File: src/HANDOVER_unused_guard.sv
`timescale 1ns/100ps
`default_nettype none
`default_nettype wire

File: src/msc_pkg.sv
package msc_pkg;
   // Register port geometry
   localparam int MSC_ADDR_W = 7;
   localparam int MSC_DATA_W = 16;
   localparam logic [6:0] MSC_SYSCTL_ADDR = 7'h00;
   localparam logic [15:0] MSC_SYSCTL_RST = 16'h0003;
   localparam logic [15:0] MSC_RDATA_IDLE = 16'h0000;
   // Field layout of system_control
   localparam int MSC_CTRL_W = 7;
   localparam int MSC_RSVD_HI_BIT = 15;
   localparam int MSC_RSVD_LO_BIT = 7;
   localparam int MSC_BAUD_LSB = 8;
   localparam int MSC_BAUD_W = 7;
   localparam int MSC_IB_EN_BIT = 6;
   localparam int MSC_IB_GAIN_LSB = 4;
   localparam int MSC_U_GAIN_LSB = 2;
   localparam int MSC_IA_GAIN_LSB = 0;
   // Baud-rate codes per strap setting
   localparam logic [6:0] MSC_BAUD_2400 = 7'h2e;
   localparam logic [6:0] MSC_BAUD_4800 = 7'h16;
   localparam logic [6:0] MSC_BAUD_9600 = 7'h0b;
   localparam logic [6:0] MSC_BAUD_19200 = 7'h05;
   localparam logic [6:0] MSC_BAUD_NONE = 7'h00;
   // Gain factors
   localparam logic [4:0] MSC_GAIN_1 = 5'h01;
   localparam logic [4:0] MSC_GAIN_2 = 5'h02;
   localparam logic [4:0] MSC_GAIN_4 = 5'h04;
   localparam logic [4:0] MSC_GAIN_8 = 5'h08;
   localparam logic [4:0] MSC_GAIN_16 = 5'h10;
   // Converter sample width
   localparam int MSC_ADC_W = 24;

   typedef struct packed {
      logic ib_run;
      logic [4:0] ib_gain;
      logic [4:0] u_gain;
      logic [4:0] ia_gain;
   } msc_afe_cfg_t;

   // Gain map shared by voltage and current B
   function automatic logic [4:0] msc_gain_low(input logic [1:0] sel);
      unique case (sel)
         2'h0: msc_gain_low = MSC_GAIN_1;
         2'h1: msc_gain_low = MSC_GAIN_2;
         default: msc_gain_low = MSC_GAIN_4;
      endcase
   endfunction

   function automatic logic [4:0] msc_gain_ia(input logic [1:0] sel);
      unique case (sel)
         2'h0: msc_gain_ia = MSC_GAIN_1;
         2'h1: msc_gain_ia = MSC_GAIN_2;
         2'h2: msc_gain_ia = MSC_GAIN_8;
         default: msc_gain_ia = MSC_GAIN_16;
      endcase
   endfunction

   // Full readable word from control bits and baud code
   function automatic logic [15:0] msc_word(input logic [6:0] ctrl, input logic [6:0] baud);
      logic [15:0] w;
      w = 16'h0000;
      w[MSC_BAUD_LSB +: MSC_BAUD_W] = baud;
      w[MSC_CTRL_W-1:0] = ctrl;
      w[MSC_RSVD_HI_BIT] = 1'b0;
      w[MSC_RSVD_LO_BIT] = 1'b0;
      msc_word = w;
   endfunction
endpackage

File: src/msc_baud_strap.sv
`timescale 1ns/100ps
`default_nettype none
module msc_baud_strap import msc_pkg::*; #(
   parameter bit FIXED_4800 = 1'b0
) (
   input wire logic i_ref_clk,
   input wire logic i_rst,
   input wire logic i_baud_strap_high,
   input wire logic i_baud_strap_low,
   input wire logic i_uart_select,
   output logic [6:0] o_baud_code
);
   logic [2:0] sync1_q, sync2_q;
   logic [6:0] code_d, code_q;

   always_comb begin
      unique case (sync2_q[1:0])
         2'h0: code_d = MSC_BAUD_2400;
         2'h1: code_d = MSC_BAUD_4800;
         2'h2: code_d = MSC_BAUD_9600;
         default: code_d = MSC_BAUD_19200;
      endcase
      if (FIXED_4800) begin
         code_d = MSC_BAUD_4800;
      end
      if (!sync2_q[2]) begin
         code_d = MSC_BAUD_NONE;
      end
   end

   always_ff @(posedge i_ref_clk) begin
      if (i_rst) begin
         sync1_q <= 3'h0;
         sync2_q <= 3'h0;
         code_q <= MSC_BAUD_NONE;
      end else begin
         sync1_q <= {i_uart_select, i_baud_strap_high, i_baud_strap_low};
         sync2_q <= sync1_q;
         code_q <= code_d;
      end
   end

   assign o_baud_code = code_q;

   AST_SPI_ZERO: assert property (@(posedge i_ref_clk) disable iff (i_rst)
      !sync2_q[2] |=> code_q == MSC_BAUD_NONE)
      else $error("baud code not zero with spi selected");
   AST_STRAP_ENCODE: assert property (@(posedge i_ref_clk) disable iff (i_rst)
      (!FIXED_4800 && sync2_q == 3'h6) |=> code_q == MSC_BAUD_9600)
      else $error("strap 10 did not give 9600 code");
   AST_FIXED_RATE: assert property (@(posedge i_ref_clk) disable iff (i_rst)
      (FIXED_4800 && sync2_q[2]) |=> code_q == MSC_BAUD_4800)
      else $error("reduced variant not fixed at 4800");
   COV_UART_19200: cover property (@(posedge i_ref_clk) disable iff (i_rst)
      code_q == MSC_BAUD_19200);
endmodule // msc_baud_strap
`default_nettype wire

File: src/msc_sysctl.sv
// Overview of operation
// - System control at address zero resets to 0x0003.
// - Bits 14..8 hold read-only baud code from two strap pins.
// - Straps 00,01,10,11 give codes 0x2e,0x16,0x0b,0x05; with FIXED_4800 set, every strap gives 0x16.
// - With SPI selected the baud code reads zero.
// - Baud code is part of the checksum contribution.
// - Bit 6 runs current B converter; off forces its output zero.
// - Bits 5..4 current B gain: 1, 2, 4, 4.
// - Bits 3..2 voltage gain: 1, 2, 4, 4.
// - Bits 1..0 current A gain: 1, 2, 8, 16; reset 16.
//
// Implementation choice: strobed register access.
`timescale 1ns/100ps
`default_nettype none
module msc_sysctl import msc_pkg::*; #(
   parameter bit FIXED_4800 = 1'b0
) (
   input wire logic i_ref_clk,
   input wire logic i_rst,
   input wire logic [MSC_ADDR_W-1:0] i_addr,
   input wire logic [MSC_DATA_W-1:0] i_wdata,
   input wire logic i_wr,
   input wire logic i_rd,
   output logic [MSC_DATA_W-1:0] o_rdata,
   input wire logic i_baud_strap_high,
   input wire logic i_baud_strap_low,
   input wire logic i_uart_select,
   input wire logic [MSC_ADC_W-1:0] i_ib_adc_raw,
   output logic [MSC_ADC_W-1:0] o_ib_adc_data,
   output msc_afe_cfg_t o_afe_cfg,
   output logic [MSC_DATA_W-1:0] o_checksum_word
);
   logic [MSC_CTRL_W-1:0] ctrl_d, ctrl_q;
   logic [MSC_DATA_W-1:0] rdata_d, rdata_q;
   logic [MSC_DATA_W-1:0] csum_d, csum_q;
   logic [MSC_ADC_W-1:0] adc_d, adc_q;
   msc_afe_cfg_t cfg_d, cfg_q;
   logic [6:0] baud_code;
   logic sel_hit;

   msc_baud_strap #(
      .FIXED_4800(FIXED_4800)
   ) u_baud (
      .i_ref_clk(i_ref_clk),
      .i_rst(i_rst),
      .i_baud_strap_high(i_baud_strap_high),
      .i_baud_strap_low(i_baud_strap_low),
      .i_uart_select(i_uart_select),
      .o_baud_code(baud_code)
   );

   assign sel_hit = (i_addr == MSC_SYSCTL_ADDR);

   // Control bits: only the writable low field is stored
   always_comb begin
      ctrl_d = ctrl_q;
      if (i_wr && sel_hit) begin
         ctrl_d = i_wdata[MSC_CTRL_W-1:0];
      end
   end

   // Read port and checksum contribution
   always_comb begin
      rdata_d = MSC_RDATA_IDLE;
      if (i_rd && sel_hit) begin
         rdata_d = msc_word(ctrl_q, baud_code);
      end
      csum_d = msc_word(ctrl_q, baud_code);
   end

   // Analog front end settings
   always_comb begin
      cfg_d.ib_run = ctrl_q[MSC_IB_EN_BIT];
      cfg_d.ib_gain = msc_gain_low(ctrl_q[MSC_IB_GAIN_LSB +: 2]);
      cfg_d.u_gain = msc_gain_low(ctrl_q[MSC_U_GAIN_LSB +: 2]);
      cfg_d.ia_gain = msc_gain_ia(ctrl_q[MSC_IA_GAIN_LSB +: 2]);
      adc_d = ctrl_q[MSC_IB_EN_BIT] ? i_ib_adc_raw : '0;
   end

   always_ff @(posedge i_ref_clk) begin
      if (i_rst) begin
         ctrl_q <= MSC_SYSCTL_RST[MSC_CTRL_W-1:0];
         rdata_q <= MSC_RDATA_IDLE;
         csum_q <= MSC_SYSCTL_RST;
         adc_q <= '0;
         cfg_q <= '0;
      end else begin
         ctrl_q <= ctrl_d;
         rdata_q <= rdata_d;
         csum_q <= csum_d;
         adc_q <= adc_d;
         cfg_q <= cfg_d;
      end
   end

   assign o_rdata = rdata_q;
   assign o_checksum_word = csum_q;
   assign o_ib_adc_data = adc_q;
   assign o_afe_cfg = cfg_q;

   AST_RESET_VALUE: assert property (@(posedge i_ref_clk) disable iff (i_rst)
      $fell(i_rst) |-> (ctrl_q == 7'h03 ##1 cfg_q.ia_gain == MSC_GAIN_16))
      else $error("control field not at reset value after reset");
   AST_RSVD_ZERO: assert property (@(posedge i_ref_clk) disable iff (i_rst)
      !o_rdata[MSC_RSVD_HI_BIT] && !o_rdata[MSC_RSVD_LO_BIT])
      else $error("reserved bit read as one");
   AST_BAUD_READ: assert property (@(posedge i_ref_clk) disable iff (i_rst)
      (i_rd && sel_hit) |=> o_rdata[MSC_BAUD_LSB +: MSC_BAUD_W] == $past(baud_code))
      else $error("baud field does not show strap code");
   AST_CHECKSUM_BAUD: assert property (@(posedge i_ref_clk) disable iff (i_rst)
      ##1 o_checksum_word[MSC_BAUD_LSB +: MSC_BAUD_W] == $past(baud_code))
      else $error("checksum word lacks baud code");
   AST_IB_OFF: assert property (@(posedge i_ref_clk) disable iff (i_rst)
      !ctrl_q[MSC_IB_EN_BIT] |=> (o_ib_adc_data == '0 && !o_afe_cfg.ib_run))
      else $error("current b output not forced to zero");
   AST_IB_GAIN: assert property (@(posedge i_ref_clk) disable iff (i_rst)
      ctrl_q[5:4] == 2'h3 |=> o_afe_cfg.ib_gain == MSC_GAIN_4)
      else $error("current b gain wrong for code 11");
   AST_U_GAIN: assert property (@(posedge i_ref_clk) disable iff (i_rst)
      ctrl_q[3:2] == 2'h1 |=> o_afe_cfg.u_gain == MSC_GAIN_2)
      else $error("voltage gain wrong for code 01");
   AST_IA_GAIN: assert property (@(posedge i_ref_clk) disable iff (i_rst)
      ctrl_q[1:0] == 2'h2 |=> o_afe_cfg.ia_gain == MSC_GAIN_8)
      else $error("current a gain wrong for code 10");
   AST_WRITE_APPLY: assert property (@(posedge i_ref_clk) disable iff (i_rst)
      (i_wr && sel_hit) |=> ##1 o_checksum_word == msc_word($past(i_wdata[6:0], 2),
         $past(baud_code)))
      else $error("write not applied or baud bits overwritten");
   AST_UNMAPPED: assert property (@(posedge i_ref_clk) disable iff (i_rst)
      (i_rd && !sel_hit) |=> o_rdata == MSC_RDATA_IDLE)
      else $error("unmapped read not zero");

   COV_WRITE: cover property (@(posedge i_ref_clk) disable iff (i_rst) i_wr && sel_hit);
   COV_READ: cover property (@(posedge i_ref_clk) disable iff (i_rst) i_rd && sel_hit);
   COV_IB_ON: cover property (@(posedge i_ref_clk) disable iff (i_rst) o_afe_cfg.ib_run);
   COV_UART_READ: cover property (@(posedge i_ref_clk) disable iff (i_rst)
      (i_rd && sel_hit && baud_code != MSC_BAUD_NONE));
endmodule // msc_sysctl
`default_nettype wire

File: config.mk
export PLATFORM = sky130hd
export DESIGN_NAME = msc_sysctl
export DESIGN_NICKNAME = d
export VERILOG_FILES = /design/src/HANDOVER_unused_guard.sv /design/src/msc_pkg.sv /design/src/msc_baud_strap.sv /design/src/msc_sysctl.sv
export SDC_FILE = /design/constraint.sdc
export NUM_CORES = 1
export LEC_CHECK = 0
export BUFFER_PORTS_ARGS = -buffer_cell sky130_fd_sc_hd__buf_2
export CAP_MARGIN = 10
export CELL_PAD_IN_SITES_DETAIL_PLACEMENT = 1
export CELL_PAD_IN_SITES_GLOBAL_PLACEMENT = 2
export CORE_MARGIN = 2
export CORE_UTILIZATION = 23
export CTS_CLUSTER_DIAMETER = 50
export CTS_CLUSTER_SIZE = 16
export DETAILED_ROUTE_END_ITERATION = 6
export GPL_ROUTABILITY_DRIVEN = 0
export PLACE_DENSITY = 0.78
export SETUP_SLACK_MARGIN = 0.4
export SLEW_MARGIN = 25
export SYNTH_ARGS = -nofsm -noshare
export SYNTH_HDL_FRONTEND = slang
export SYNTH_HIERARCHICAL = 1
export SYNTH_SLANG_ARGS = --single-unit
File: constraint.sdc
create_clock -name i_ref_clk -period 1.05 [get_ports i_ref_clk]
set_input_delay 0.105 -clock i_ref_clk [delete_from_list [all_inputs] [get_ports i_ref_clk]]
set_output_delay 0.105 -clock i_ref_clk [all_outputs]
set_load 0.1 [all_outputs]
=== Word-level counts from Yosys, hierarchy flattened ===
Index checks and enable logic that the tools add are counted.
W data, S select, Z words.

* Memories: 0
* Output and inout bits: 72
* Bits in latches: 0
* Logic and storage cells: 36
* Input port bits: 54
* ROM bits: 0
* Register bits after elaboration: 92
* Memory bits (writable): 0

* Shift-type cells: 0
* Eq/ne operators: 6
* Divide/modulo/power cells: 0
* Muxes and demuxes: 4
* Magnitude comparators: 0
* Bitwise logic cells: 3
* Multipliers: 0
* Reduce and logical (&&, ||, !) cells: 10
* $add $sub $neg: 0

{| class="wikitable"
|+ Operator list
! operator !! number
|-
| $pmux W6 S3 || 1
|-
| $pmux W5 S3 || 1
|-
| $pmux W3 S2 || 2
|-
| $eq A2 B1 Y1 const B || 4
|-
| $logic_not A2 Y1 || 4
|-
| $logic_not A7 Y1 || 1
|-
| $reduce_or A2 Y1 || 3
|-
| $eq A2 B2 Y1 const B || 2
|-
| $not A1 Y1 || 3
|-
| $logic_and A1 B1 Y1 || 2
|}

=== Depth between registers and ports, before layout ===
* Word-level depth: 4
* Mapped depth: 4
* Gate-level depth less buffers: 3

=== Cells and area by module ===
The synthesis kept the hierarchy.

{| class="wikitable"
|+ Modules (own cells, without submodules)
! module !! instances !! seq. area each (um^2) !! cells each !! area an instance (um^2)
|-
| msc_sysctl || 1 || 1,381.3 || 173 || 2,042.0
|-
| msc_baud_strap || 1 || 240.2 || 29 || 362.8
|}

=== Worst setup path before layout ===
No wires, ideal clock.

* Path type: reg2out
* Start: reg csum_q[6] (netlist: o_checksum_word[6])
* End: out o_checksum_word[6]
* Path slack: -411 ps
* Buffers on the path: 1
* Data required time: 945 ps
* Stages on the path, launching flop included: 2
* Arrival: 1,356 ps
* Path through: dfxtp_1 -> buf_4

{| class="wikitable"
|+ RTL lines
! element !! line !! source
|-
| start: declaration || msc_sysctl.sv:35 || <nowiki>logic [MSC_DATA_W-1:0] csum_d, csum_q;</nowiki>
|-
| start signal: assignment || msc_sysctl.sv:90 || <nowiki>csum_q <= csum_d;</nowiki>
|-
| end: declaration || msc_sysctl.sv:31 || <nowiki>output logic [MSC_DATA_W-1:0] o_checksum_word</nowiki>
|}

No word-level cell between the ends.

=== Final worst setup path ===
* Start: reg csum_q[6] (netlist: o_checksum_word[6])
* End: out o_checksum_word[6]

No word-level cell between the ends.

==> reports/results.txt <==
Status: finished with violations
Failing checks: hold timing
Num CTS Buffers: 9
Hold Crit Start: i_uart_select
Most frequent cells in the layout: 65 x dfxtp_4, 64 x buf_12, 41 x buf_2
Reg2reg end: o_ib_adc_data[20]$_SDFF_PP0_
Drt first pass iters: 3
Area grow syn2layout: 101%
Setup Fix Bufs, Post-CTS: 0
Worst-path clk slew: 0.08 ns
Post-DRT Antenna Nets: 0
Unrepaired setup endpoints after global routing: true
Reg area: 1870 µm²
Worst Clk Skew: 0.0136 ns
Combinational power share: 10.2%
Worst Path Buf+Inv: 1
Crit Path Category: reg2out
Residual DRC: 0
Max Root-Sink Buffers: 2
Final hold violations: 3
Tmin final: 0.991 ns
Startpoint types: flip-flop
Design area: 4840 µm²
Hpwl dp: 4960 µm
TritonCTS clock tree: done
Maxcap violations: 0
Clk pwr share: 36.2%
Mapped Avg Cell Area: 11.9 µm²
Die W: 106 µm
Die footprint: 11300 µm²
Worst Reg-to-Reg Cells: 3
Cells after Synth: 202
Worst path top cell family by delay: flip-flops
Commonest non-fill, non-tap cell in the layout: dfxtp_4
Sequential element share of the synthesized area: 67.4%
Hold Path Depth: 2
Final #Nets: 400
Clock sinks: 81
Final period util: 94.4%
Endpoints failing setup: 0
Post-synthesis simple-gate area fraction: 22.7%
LEAKAGE: 2.11 nW
Global-route wire length before repair: 10300 µm
Starting Density: 23.5%
FF-to-FF Start: ctrl_q[6]$_SDFFE_PP0P_
Synth Area in Compound Gates: 0.416%
Fill cells: 1026
Mux cell area share after synthesis: 3.12%
Area share of the largest cell type after synthesis: 67.4%
Clk Latency, worst-skew pair: 0.35 ns
Hold EP: u_baud/sync1_q[2]$_SDFF_PP0_
N_diodes: 0
Area contributors post-synth: dfxtp_1 67%, and2_1 6.2%, nor2b_1 4.4%
Syn. warnings: 6
H-tree Lvls: 3
Cell area power density: 1140 nW/µm²
Worst hold margin: -0.0223 ns
Via count: 1809
Worst hold path type: in2reg
Clock root buffer: clkbuf_8
Number of I/O port buffers: 107
Fin util: 47.4%
Worst reg2reg setup slack: 0.18 ns
Synthesized cell area: 2400 µm²
Placed Area: 4300 µm²
Max Fclk: 1.01 GHz
Max Transition Viols Final: 0
Initial antenna violation count: 0
Share of cells above drive strength 1: 65.8%
Slowest stage delay, CP: 0.38 ns
Sequential power share: 53.6%
XOR/XNOR Fraction of Synth Area: 0%
Slowest cell on the critical path: dfxtp_4
Critical Path AT: 0.89 ns
Core ar.: 10200 µm²
Worst VDD drop: 433 µV
Rows: 37
Cell variety after synth: 20
Routed wire length: 6600 µm
Worst setup EP type: output port
Largest net degree at the start of global routing: 27
GRT Residual Overflow: 0
Critical path depth: 1
Largest family of logic cells by synthesized area: simple AND/OR/NAND/NOR gates
Worst Setup SP: o_checksum_word[6]$_SDFF_PP0_
Synth Area in Adders: 0%
Leading area contributor after synthesis: dfxtp_1
Int Power: 4.09 mW
Number of global-route vias before repair: 1988
Vias/cell: 3.71
Die Y: 106 µm
Synth Register Bits: 81
Sw Ratio: 26.0%
Average wire per standard cell: 13.5 µm
Top Ports: 126
GRT Total Usage: 12.1%
DR iter-0 viols: 31
Cells along the critical path: buf_12
CP max FO: 2
Req. time, crit path: 0.94 ns
Total Power: 5.52 mW
Footprint of the multi-input gates: 749 µm²
Switching pwr: 1.43 mW
worst max path at each step:
stage,to,slack [ns]
after CTS,o_checksum_word[6],0.03
after detailed placement,ctrl_q[5]$_SDFFE_PP0P_,-0.17
after global routing,o_checksum_word[6],0.005
final,o_checksum_word[6],0.06
after global placement,ctrl_q[2]$_SDFFE_PP0P_,-0.1
after floorplan,ctrl_q[6]$_SDFFE_PP0P_,-0.06
stage by stage:
step | instances | TNS (ns) | setup WS (ns)
2_1_floorplan | 210 | -0.0564 | -0.0564
3_3_place_gp | 445 | -1.18 | -0.0982
3_5_place_dp | 445 | -1.74 | -0.173
4_1_cts | 486 | 0 | 0.0258
5_1_grt | 487 | 0 | 0.00474
6_report | 487 | 0 | 0.0586
state kept, by name, summed over array words and instances, names as in the netlist:
register	flops
o_ib_adc_data	24
o_checksum_word	14
o_rdata	14
o_afe_cfg	10
ctrl_q	7
u_baud/o_baud_code	6
u_baud/sync1_q	3
u_baud/sync2_q	3
synth_stat cells:
library cell	number
a21oi_1	2
and2_1	24
and2b_2	6
buf_2	1
buf_4	11
clkbuf_1	4
conb_1	2
dfxtp_1	81
inv_1	11
mux2_4	1
mux2i_1	6
nand2b_1	9
nand2b_4	1
nand4b_2	1
nand4b_4	1
nor2_1	18
nor2b_1	17
nor3_1	2
nor3_2	3
nor4_4	1
power by group through the flow:
stage / Clock, mW / Sequential [mW] / Combinational (mW)
detailed placement: 0 / 3.04 / 0.465
global route: 2.26 / 2.96 / 0.591
CTS: 2.12 / 2.96 / 0.552
finish: 2.00 / 2.96 / 0.563
floorplan: 0 / 3.12 / 0.227
global placement: 0 / 3.04 / 0.459
layout make-up:
cell class	count	share of cell area (%)
well taps	136	3.51
inverters	11	0.852
clock inverters	5	0.594
repair buffers	141	38.0
multi-input cells	102	15.5
clock buffers	11	2.92
flip-flops and latches	81	38.7
worst register-to-register path: cells and delay by family (launching register included):
kind          cells  cell delay [ns]
simple gates      2             0.32
buf+inv           1             0.16
flops             1             0.32
layer usage:
layer  up-vias  global-route usage, %  wire length (µm)
met5         -                      0                 0
met4         0                   4.23                66
met3         9                   5.76               684
met2        88                   19.5              3190
met1       824                   14.2              2660
li1        888                      -                 -
cells by family (layout without fill, tap and decap cells):
group | count (synthesis) | in the layout
simple gates | 83 | 83
flops | 81 | 81
buf+inv | 27 | 168
mux | 7 | 7
other cells | 2 | 10
compound gates | 2 | 2
what timing repair did:
item / CTS / global route
endpoints found under the setup margin: 120 / 118
hold buffers: 25 / 1
pin swaps: 10 / 3
hold endpoints to repair: 30 / 4
gates resized for setup: 21 / 14
No activity file was read; power rests on OpenSTA's default activity.
